**src/sfdq_pkg.sv**
```systemverilog
package sfdq_pkg;

    // ============================================================
    // instruction codes and phase lengths
    localparam logic [7:0] SFDQ_CMD_DUAL_IO_READ = 8'hBB;
    localparam logic [7:0] SFDQ_CMD_QUAD_OUTPUT_READ = 8'h6B;
    localparam int SFDQ_CMD_CLKS = 8;
    localparam int SFDQ_DUAL_ADDR_CLKS = 12;
    localparam int SFDQ_QUAD_ADDR_CLKS = 24;
    localparam int SFDQ_DUAL_DUMMY_CLKS = 4;
    localparam int SFDQ_QUAD_DUMMY_CLKS = 8;
    localparam int SFDQ_ADDR_W = 24;
    localparam int SFDQ_DATA_W = 8;
    localparam int SFDQ_FIFO_DEPTH = 32;

    // ============================================================
    // reset values and output enable patterns
    localparam logic [SFDQ_ADDR_W-1:0] SFDQ_ADDR_RST = 24'h00_0000;
    localparam logic [7:0] SFDQ_BYTE_RST = 8'h00;
    localparam logic [3:0] SFDQ_NIB_RST = 4'h0;
    localparam logic [3:0] SFDQ_OE_DUAL = 4'h3;
    localparam logic [3:0] SFDQ_OE_QUAD = 4'hF;

    typedef enum logic [2:0] {
        SFDQ_ST_CMD,
        SFDQ_ST_ADDR,
        SFDQ_ST_DUMMY,
        SFDQ_ST_DATA,
        SFDQ_ST_IGNORE
    } sfdq_state_t;

    // pins as sampled from the link
    typedef struct packed {
        logic cs_n;
        logic sclk;
        logic [3:0] io;
    } sfdq_pins_t;

    // drive toward the io lines
    typedef struct packed {
        logic [3:0] oe;
        logic [3:0] dout;
    } sfdq_drive_t;

endpackage

```
**src/sfdq_read.sv**
```systemverilog
`timescale 1ns/100ps
// Functional notes
// - address sampled rising, data shifted falling edge
// - address increments per byte, wraps to zero
// - dual read moves two bits per clock in address, dummy and data phases; command is one bit per clock
// - dual: command, 24-bit address, dummy, data
// - code BB selects dual io read
// - reads ignored while write cycle runs
// - chip select high stops data, ends instruction
// - quad: only data phase four bits wide
// - quad: command, 3-byte address, 8 dummy, data
// - any start byte accepted, no alignment
// - code 6B selects quad output read only when the quad enable bit is set
// - write in progress blocks reads

// ============================================================
// data fifo
module sfdq_fifo #(
    parameter int WIDTH = 8,
    parameter int DEPTH = 32
) (
    input wire logic mclk_i,
    input wire logic rst_n_i,
    input wire logic flush_i,
    input wire logic in_valid_i,
    output logic in_ready_o,
    input wire logic [WIDTH-1:0] in_data_i,
    output logic out_valid_o,
    input wire logic out_ready_i,
    output logic [WIDTH-1:0] out_data_o
);
    localparam int AW = $clog2(DEPTH);
    logic [WIDTH-1:0] mem [DEPTH];
    logic [AW-1:0] wr_ptr, rd_ptr, next_wr_ptr, next_rd_ptr;
    logic [AW:0] count, next_count;
    logic push, pop;

    assign in_ready_o = (count != (AW+1)'(DEPTH));
    assign out_valid_o = (count != '0);
    assign out_data_o = mem[rd_ptr];
    assign push = in_valid_i & in_ready_o & ~flush_i;
    assign pop = out_valid_o & out_ready_i & ~flush_i;

    always_comb
    begin
        next_wr_ptr = push ? wr_ptr + 1'b1 : wr_ptr;
        next_rd_ptr = pop ? rd_ptr + 1'b1 : rd_ptr;
        next_count = count + (AW+1)'(push) - (AW+1)'(pop);
        if (flush_i)
        begin
            next_wr_ptr = '0;
            next_rd_ptr = '0;
            next_count = '0;
        end
    end

    always_ff @(posedge mclk_i)
    begin
        if (!rst_n_i)
        begin
            wr_ptr <= '0;
            rd_ptr <= '0;
            count <= '0;
        end
        else
        begin
            wr_ptr <= next_wr_ptr;
            rd_ptr <= next_rd_ptr;
            count <= next_count;
        end
        if (push)
        begin
            mem[wr_ptr] <= in_data_i;
        end
    end
endmodule

// ============================================================
// read sequencer
module sfdq_read
    import sfdq_pkg::*;
#(
    parameter int ADDR_W = SFDQ_ADDR_W,
    parameter int DEPTH = SFDQ_FIFO_DEPTH
) (
    input wire logic mclk_i,
    input wire logic rst_n_i,
    input wire logic cs_n_i,
    input wire logic sclk_i,
    input wire logic [3:0] io_i,
    output logic [3:0] io_o,
    output logic [3:0] io_oe_o,
    input wire logic write_in_progress_bit_i,
    input wire logic quad_enable_bit_i,
    output logic fetch_valid_o,
    input wire logic fetch_ready_i,
    output logic [ADDR_W-1:0] fetch_addr_o,
    input wire logic mem_valid_i,
    output logic mem_ready_o,
    input wire logic [SFDQ_DATA_W-1:0] mem_data_i
);
    // ============================================================
    // pin synchronisers
    sfdq_pins_t pin_s1, pin_s2, pin_s3;
    logic rise, fall, cs_hi;

    always_ff @(posedge mclk_i)
    begin
        pin_s1 <= '{cs_n: cs_n_i, sclk: sclk_i, io: io_i};
        pin_s2 <= pin_s1;
        pin_s3 <= pin_s2;
    end

    assign rise = pin_s2.sclk & ~pin_s3.sclk;
    assign fall = ~pin_s2.sclk & pin_s3.sclk;
    assign cs_hi = pin_s2.cs_n;

    // ============================================================
    // fifo in the data path
    logic fifo_valid, fifo_pop;
    logic [SFDQ_DATA_W-1:0] fifo_data;

    sfdq_fifo #(
        .WIDTH(SFDQ_DATA_W),
        .DEPTH(DEPTH)
    ) u_fifo (
        .mclk_i(mclk_i),
        .rst_n_i(rst_n_i),
        .flush_i(cs_hi),
        .in_valid_i(mem_valid_i),
        .in_ready_o(mem_ready_o),
        .in_data_i(mem_data_i),
        .out_valid_o(fifo_valid),
        .out_ready_i(fifo_pop),
        .out_data_o(fifo_data)
    );

    // ============================================================
    // sequencer
    sfdq_state_t state, next_state;
    logic quad, next_quad;
    logic [4:0] cnt, next_cnt;
    logic [7:0] cmd, next_cmd;
    logic [ADDR_W-1:0] addr, next_addr, fetch_addr, next_fetch_addr;
    logic [7:0] obyte, next_obyte;
    logic [1:0] part, next_part;
    logic [$clog2(DEPTH):0] credits, next_credits;
    sfdq_drive_t drv, next_drv;
    logic fetch_go;

    function automatic logic [4:0] last_clk(input int clks);
        return 5'(clks - 1);
    endfunction

    assign fetch_valid_o = ((state == SFDQ_ST_DUMMY) || (state == SFDQ_ST_DATA)) && !cs_hi
        && (credits < ($clog2(DEPTH)+1)'(DEPTH));
    assign fetch_go = fetch_valid_o & fetch_ready_i;
    assign fetch_addr_o = fetch_addr;
    assign io_o = drv.dout;
    assign io_oe_o = drv.oe;

    always_comb
    begin
        logic [7:0] val;
        val = SFDQ_BYTE_RST;
        next_state = state;
        next_quad = quad;
        next_cnt = cnt;
        next_cmd = cmd;
        next_addr = addr;
        next_obyte = obyte;
        next_part = part;
        next_drv = drv;
        next_fetch_addr = fetch_go ? fetch_addr + 1'b1 : fetch_addr;
        fifo_pop = 1'b0;
        if (cs_hi)
        begin
            next_state = SFDQ_ST_CMD;
            next_cnt = '0;
            next_drv = '0;
        end
        else
        begin
            unique case (state)
                SFDQ_ST_CMD:
                begin
                    if (rise)
                    begin
                        next_cmd = {cmd[6:0], pin_s2.io[0]};
                        next_cnt = cnt + 1'b1;
                        if (cnt == last_clk(SFDQ_CMD_CLKS))
                        begin
                            next_cnt = '0;
                            next_state = SFDQ_ST_IGNORE;
                            if (!write_in_progress_bit_i)
                            begin
                                if (next_cmd == SFDQ_CMD_DUAL_IO_READ)
                                begin
                                    next_state = SFDQ_ST_ADDR;
                                    next_quad = 1'b0;
                                end
                                if (next_cmd == SFDQ_CMD_QUAD_OUTPUT_READ
                                    && quad_enable_bit_i)
                                begin
                                    next_state = SFDQ_ST_ADDR;
                                    next_quad = 1'b1;
                                end
                            end
                        end
                    end
                end
                SFDQ_ST_ADDR:
                begin
                    if (rise)
                    begin
                        next_cnt = cnt + 1'b1;
                        if (quad)
                        begin
                            next_addr = {addr[ADDR_W-2:0], pin_s2.io[0]};
                        end
                        else
                        begin
                            next_addr = {addr[ADDR_W-3:0], pin_s2.io[1:0]};
                        end
                        if (cnt == last_clk(quad ? SFDQ_QUAD_ADDR_CLKS : SFDQ_DUAL_ADDR_CLKS))
                        begin
                            next_cnt = '0;
                            next_state = SFDQ_ST_DUMMY;
                            next_fetch_addr = next_addr;
                        end
                    end
                end
                SFDQ_ST_DUMMY:
                begin
                    if (rise)
                    begin
                        next_cnt = cnt + 1'b1;
                        if (cnt == last_clk(quad ? SFDQ_QUAD_DUMMY_CLKS : SFDQ_DUAL_DUMMY_CLKS))
                        begin
                            next_cnt = '0;
                            next_part = '0;
                            next_state = SFDQ_ST_DATA;
                        end
                    end
                end
                SFDQ_ST_DATA:
                begin
                    if (fall)
                    begin
                        val = obyte;
                        if (part == '0)
                        begin
                            val = fifo_valid ? fifo_data : SFDQ_BYTE_RST;
                            fifo_pop = fifo_valid;
                        end
                        if (quad)
                        begin
                            next_drv = '{oe: SFDQ_OE_QUAD, dout: val[7:4]};
                            next_obyte = {val[3:0], 4'h0};
                            next_part = (part == 2'd1) ? 2'd0 : part + 1'b1;
                        end
                        else
                        begin
                            next_drv = '{oe: SFDQ_OE_DUAL, dout: {2'b00, val[7:6]}};
                            next_obyte = {val[5:0], 2'b00};
                            next_part = part + 1'b1;
                        end
                    end
                end
                SFDQ_ST_IGNORE:
                begin
                    next_drv = '0;
                end
            endcase
        end
        next_credits = credits + ($clog2(DEPTH)+1)'(fetch_go) - ($clog2(DEPTH)+1)'(fifo_pop);
        if (cs_hi)
        begin
            next_credits = '0;
        end
    end

    always_ff @(posedge mclk_i)
    begin
        if (!rst_n_i)
        begin
            state <= SFDQ_ST_CMD;
            quad <= 1'b0;
            cnt <= '0;
            cmd <= SFDQ_BYTE_RST;
            addr <= SFDQ_ADDR_RST;
            fetch_addr <= SFDQ_ADDR_RST;
            obyte <= SFDQ_BYTE_RST;
            part <= '0;
            credits <= '0;
            drv <= '{oe: SFDQ_NIB_RST, dout: SFDQ_NIB_RST};
        end
        else
        begin
            state <= next_state;
            quad <= next_quad;
            cnt <= next_cnt;
            cmd <= next_cmd;
            addr <= next_addr;
            fetch_addr <= next_fetch_addr;
            obyte <= next_obyte;
            part <= next_part;
            credits <= next_credits;
            drv <= next_drv;
        end
    end

    // ============================================================
    // assertions
    logic cmd_done;
    assign cmd_done = (state == SFDQ_ST_CMD) && rise && !cs_hi
        && (cnt == last_clk(SFDQ_CMD_CLKS));

    property p_drive_only_in_data;
        @(posedge mclk_i) disable iff (!rst_n_i)
        (io_oe_o != 4'h0) |-> (state == SFDQ_ST_DATA);
    endproperty
    a_drive_only_in_data: assert property (p_drive_only_in_data)
        else $error("io lines driven outside data phase");

    property p_upper_quiet;
        @(posedge mclk_i) disable iff (!rst_n_i)
        (io_oe_o[3:2] != 2'b00) |-> quad && (state == SFDQ_ST_DATA);
    endproperty
    a_upper_quiet: assert property (p_upper_quiet)
        else $error("upper io lines driven outside quad data");

    property p_cs_stops;
        @(posedge mclk_i) disable iff (!rst_n_i)
        cs_hi |=> (io_oe_o == 4'h0) && (state == SFDQ_ST_CMD);
    endproperty
    a_cs_stops: assert property (p_cs_stops)
        else $error("drive not released after chip select high");

    property p_busy_rejects;
        @(posedge mclk_i) disable iff (!rst_n_i)
        cmd_done && write_in_progress_bit_i |=> (state == SFDQ_ST_IGNORE);
    endproperty
    a_busy_rejects: assert property (p_busy_rejects)
        else $error("read accepted during write cycle");

    property p_dual_decode;
        @(posedge mclk_i) disable iff (!rst_n_i)
        cmd_done && !write_in_progress_bit_i
        && ({cmd[6:0], pin_s2.io[0]} == SFDQ_CMD_DUAL_IO_READ)
        |=> (state == SFDQ_ST_ADDR) && !quad;
    endproperty
    a_dual_decode: assert property (p_dual_decode)
        else $error("dual io read not decoded");

    property p_quad_decode;
        @(posedge mclk_i) disable iff (!rst_n_i)
        cmd_done && !write_in_progress_bit_i && quad_enable_bit_i
        && ({cmd[6:0], pin_s2.io[0]} == SFDQ_CMD_QUAD_OUTPUT_READ)
        |=> (state == SFDQ_ST_ADDR) && quad;
    endproperty
    a_quad_decode: assert property (p_quad_decode)
        else $error("quad output read not decoded");

    property p_addr_step;
        @(posedge mclk_i) disable iff (!rst_n_i)
        fetch_go && (state == SFDQ_ST_DATA) && !cs_hi
        |=> fetch_addr_o == $past(fetch_addr_o) + 1'b1;
    endproperty
    a_addr_step: assert property (p_addr_step)
        else $error("fetch address did not advance by one");

    property p_out_on_fall;
        @(posedge mclk_i) disable iff (!rst_n_i)
        $changed(io_o) && !$past(cs_hi) |-> $past(fall);
    endproperty
    a_out_on_fall: assert property (p_out_on_fall)
        else $error("data changed without a falling clock");

    property p_msb_first;
        @(posedge mclk_i) disable iff (!rst_n_i)
        (state == SFDQ_ST_DATA) && fall && !cs_hi && (part == 2'd0) && fifo_valid && !quad
        |=> io_o[1:0] == $past(fifo_data[7:6]);
    endproperty
    a_msb_first: assert property (p_msb_first)
        else $error("byte not sent high bits first");

    c_dual_data: cover property (@(posedge mclk_i) disable iff (!rst_n_i)
        (state == SFDQ_ST_DATA) && !quad && fall);
    c_quad_data: cover property (@(posedge mclk_i) disable iff (!rst_n_i)
        (state == SFDQ_ST_DATA) && quad && fall);
    c_rejected: cover property (@(posedge mclk_i) disable iff (!rst_n_i)
        cmd_done && write_in_progress_bit_i);
endmodule

```
**config.mk**
```make
export PLATFORM = sky130hd
export DESIGN_NAME = sfdq_read
export DESIGN_NICKNAME = d
export VERILOG_FILES = /design/src/sfdq_pkg.sv /design/src/sfdq_read.sv
export SDC_FILE = /design/constraint.sdc
export NUM_CORES = 1
export LEC_CHECK = 0
export ABC_AREA = 1
export BUFFER_PORTS_ARGS = -buffer_cell sky130_fd_sc_hd__buf_2
export CAP_MARGIN = 25
export CORE_ASPECT_RATIO = 1.4
export CORE_MARGIN = 4
export CORE_UTILIZATION = 55
export CTS_BUF_LIST = sky130_fd_sc_hd__clkbuf_8
export CTS_CLUSTER_SIZE = 40
export DETAILED_ROUTE_END_ITERATION = 8
export PLACE_DENSITY = 0.72
export SYNTH_ARGS = -nofsm -noshare
export SYNTH_HDL_FRONTEND = slang
export SYNTH_SLANG_ARGS = --single-unit
```
**constraint.sdc**
```tcl
create_clock -name mclk_i -period 4 [get_ports mclk_i]
set_input_delay 0.6 -clock mclk_i [delete_from_list [all_inputs] [get_ports mclk_i]]
set_output_delay 0.6 -clock mclk_i [all_outputs]
set_load 0.02 [all_outputs]
```
==> results.md <==
- The leftover overflow at the end of global routing is 0.
- The detailed-route DRC error count is 0.
- CTS placed an instance of clkbuf_8 at the clock tree root.
- The final hold violation count is 0.
- In this run the power density over the cells is approximately 400 nW/um2.
- In this run the core area contains 73 standard-cell rows.
- The path class of the lowest-slack min-delay path is input pin to flop.
- For this block, the initial DRC count from the detailed router was 661.
- The routed design has 34.5 mm of wire.
- Of the total power, combinational logic draws under 10%.
- The worst slew margin relative to its limit is 41.4%.
- The height of the chip is 210 um.
- The startpoint-to-endpoint class of the critical path is flop to flop.
- In this run the static leakage power is between 6 and 7 nW.
- The port buffer count is just over 50.
- The initial antenna violation count was 0.
- After routing the design area is between 15000 and 20000 um2.
- The area used by sequential logic in the layout is approximately 10000 um2.
- The count of yosys warnings during synthesis is 0.
- The final number of max-transition violations came to 0.
- Dividing the detail-routed via count by the number of cells gives roughly 5.4.
- The mapped netlist covers between 15000 and 20000 um2.
- The detailed router placed between 10000 and 15000 vias in this run.
- Global routing consumed, over all layers together, between 20% and 30% of the routing resources.
- The wire length of the first global-routing pass is roughly 56 mm.
- The number of iterations in the first detailed-routing pass is 7.
- STA classifies the critical path endpoint as a flop.
- The share of flip-flops with an asynchronous set or reset is 0%.
- The type of element launching the critical path is a flop.
- For this run, the leading register cell type out of synthesis is edfxtp_1.
- The post-synthesis area per instance is approximately 9.6 um2.
- The total cell area at the placement stage is between 15000 and 20000 um2.
- Summing the sequential cell areas from Yosys gives between 60% and 70% of the chip area.
- Post-CTS timing repair inserted 0 buffers for setup.
- By area the synthesized netlist is led by edfxtp_1 48%, dfxtp_1 14%, nand2_1 11%.
- Once the floorplan was initialized, standard cells occupied a little under three fifths of the core.
- The multi-input gate area in the final layout is slightly above 5000 um2.
- The core outline area is about 28000 um2.
- The tool flagged a number of max-cap violations equal to 0.
- In this run the count of I/O pins placed on the die edge is 54.
- The number of global-route vias before repair is roughly 11000.
- The relative area change from synthesis to final layout is 9.42%.
- Synthesis produced about 1700 cells.
- The leading area contributor after synthesis is edfxtp_1.
- The post-detailed-route wirelength per cell is 16.3 um.
- The share of total power dissipated in the clock network is 39.3%.
- The total CTS buffers is 52.
- The net count after synthesis is around 1700.
- 0 antenna diodes ended up in the layout.
- The hold-fix buffer count after cts is 0.
- The share of post-route cells with drive strength above 1 is under 10%.
- The total power of the final layout is about 7 mW.
- For the worst setup path, the data required time is around 4.5 ns.
- At the pin with the least slew margin, the transition time is ~0.88 ns.
- After synthesis the netlist holds a flip-flop and latch count of between 300 and 400.
- The worst clock skew is ~0.044 ns.
- Entering global routing, the biggest net connects ~130 pins.
- The floorplan step set the die width to around 150 um.
- The clock tree synthesis step divided the H-tree into 2 levels.
- The flow ran to the end, and the final reports show no timing, DRC or antenna violations.
- Summed over all failing endpoints, the final setup total negative slack is 0 ns.
- The die area is approximately 32000 um2.
- The maximum clock frequency is around 350 MHz.
- Clock-pin slew was measured on the worst setup and hold paths at 0.06 ns.
- In this run the deepest clock path goes through 3 buffers.
- The final layout net count is 1749.
- The CTS tree is built.
- Sequential cells account for between 50% and 60% of the total power.
- The clock sink count is approximately 370.
- The routed design could run at a clock period as short as 2.87 ns.
- Net switching is between 20% and 30% of the power.
- The design internal power is 5.53 mW.
- The count of fill cells added during filler insertion is approximately 2400.
- The post-route clock period utilization is a little under three quarters.
- Yosys mapped a number of flops with a built-in enable equal to 256.
- The post-cts sizing count is 0.
- The congestion estimate from routability-driven global placement came to between 0.8 and 0.9.
- The HPWL after detailed placement is between 20 and 25 mm.
- The switching power summed over all nets is about 1.5 mW.
- Data arrives at the worst endpoint at ~3.4 ns.
- The clock latency of the later-clocked register in the worst-skew pair is 0.61 ns.
- The highest ir drop seen on vdd is between 0.0002 and 0.0003 V.
- Setup violations remaining at the end of the flow were counted as 0.
- Summed over its instances, the top area cell type makes up approximately 48% of the synthesized netlist area.
- The largest fanout of any net on the critical path is 11.
- The number of nets with antenna violations after detailed routing is 0.
- Setup repair after global routing left no endpoint under its margin.
- The number of different library cells used by synthesis comes to 42.
## state kept, by name, summed over array words and instances, names as in the netlist, named ones only
signal,flops
u_fifo.mem,256
fetch_addr_o,24
addr,23
cmd,7
credits,6
obyte,6
u_fifo.count,6
cnt,5
u_fifo.rd_ptr,5
u_fifo.wr_ptr,5
io_o,4
pin_s1,4
pin_s2,3
state,3
io_oe_o,2
part,2
cs_hi,1
pin_s3,1
quad,1
## cell families after synthesis
| group | share of synthesized area (%) |
|---|---|
| adders and majority gates | 1.98 |
| DFF | 62.4 |
| buffers and inverters | 5.31 |
| and+or+nand+nor | 23.3 |
| AOI/OAI and AO/OA | 6.38 |
| xor gates and xnor gates | 0.714 |
## through the flow
stage	util, %	hold slack, ns	setup slack (ns)	std cells
after floorplan	-	0.310	1.55	1659
after global placement	57.8	0.311	1.12	2026
after detailed placement	57.8	0.312	1.08	2026
after CTS	61.3	0.0668	1.10	2121
after global routing	61.3	0.0722	0.865	2121
final	61.3	0.105	1.13	2121
## cell usage in the layout, fill, tap and decap left out, drive strengths merged, types with 4 or more instances in the layout
master,instances
o21a,17
inv,158
ha,22
a21oi,68
o21bai,4
o21ai,76
clkinv,13
buf,67
xor2,12
nand3,245
clkbuf,55
a211oi,4
nand2,472
nand4,18
dfxtp,113
nor2,94
nor3,19
o22ai,10
edfxtp,256
## routing by layer
metal | share of wire, % | routed length, um | vias up | GRT usage (%)
met5 | 0 | 0 | - | 0
met4 | 3.4 | 1160 | 0 | 9.06
met3 | 5.9 | 2030 | 81 | 3.59
met2 | 52 | 17900 | 353 | 38.7
met1 | 39 | 13400 | 5314 | 25.4
li1 | - | - | 5721 | -
## worst max-delay path, cell delays in order (launching register included)
cell	delay, ns
dfxtp_1	0.31
inv_1	0.07
ha_1	0.17
nand4_1	0.11
nand2_1	0.07
inv_1	0.16
nand2_2	0.18
inv_1	0.06
ha_1	0.27
inv_1	0.04
ha_1	0.20
fa_1	0.38
nand2_1	0.07
inv_1	0.04
or2_2	0.26
a21oi_1	0.17
o21ai_0	0.10
a21oi_1	0.12
## Yosys cell counts, types with 3 or more instances
cell,instances
nor2_2,6
edfxtp_1,256
buf_1,6
xor2_1,12
nand3_1,242
nor2_1,87
o22ai_1,10
ha_1,22
o21bai_1,4
inv_2,12
a211oi_1,4
buf_2,38
nand3_2,3
dfxtp_1,113
nor3_1,19
o21ai_0,61
nand3b_1,3
o21ai_1,15
a21oi_1,68
o21a_1,17
nand2_1,470
clkbuf_1,28
nand4_1,17
inv_1,122
## layout make-up
type	count	share of cell area, %
repair buffers	67	2.22
well taps	375	2.69
clock inverters	40	1.30
multi-input cells	1081	29.5
clock buffers	55	4.34
inverters	134	2.89
flip-flops and latches	369	57.0
## worst paths after layout
path                         startpoint                    end  slack, ns  cells past startpoint
max          u_fifo.count[2]$_SDFF_PP0_  credits[4]$_SDFF_PP0_       1.13                     17
min reg2reg           pin_s1[5]$_DFF_P_          cs_hi$_DFF_P_       0.32                      0
min                              cs_n_i      pin_s1[5]$_DFF_P_       0.10                      1
max reg2reg  u_fifo.count[2]$_SDFF_PP0_  credits[4]$_SDFF_PP0_       1.13                     17
## power by group through the flow
stage                     combinational [mW]  sequential, mW  clock [mW]
final                                  0.150            4.10        2.76
after global routing                   0.165            4.10        3.00
after CTS                              0.150            4.10        2.82
after detailed placement               0.150            4.18           0
after global placement                 0.146            4.18           0
after floorplan                       0.0666            4.18           0
Power figures use the tool's default switching activity.
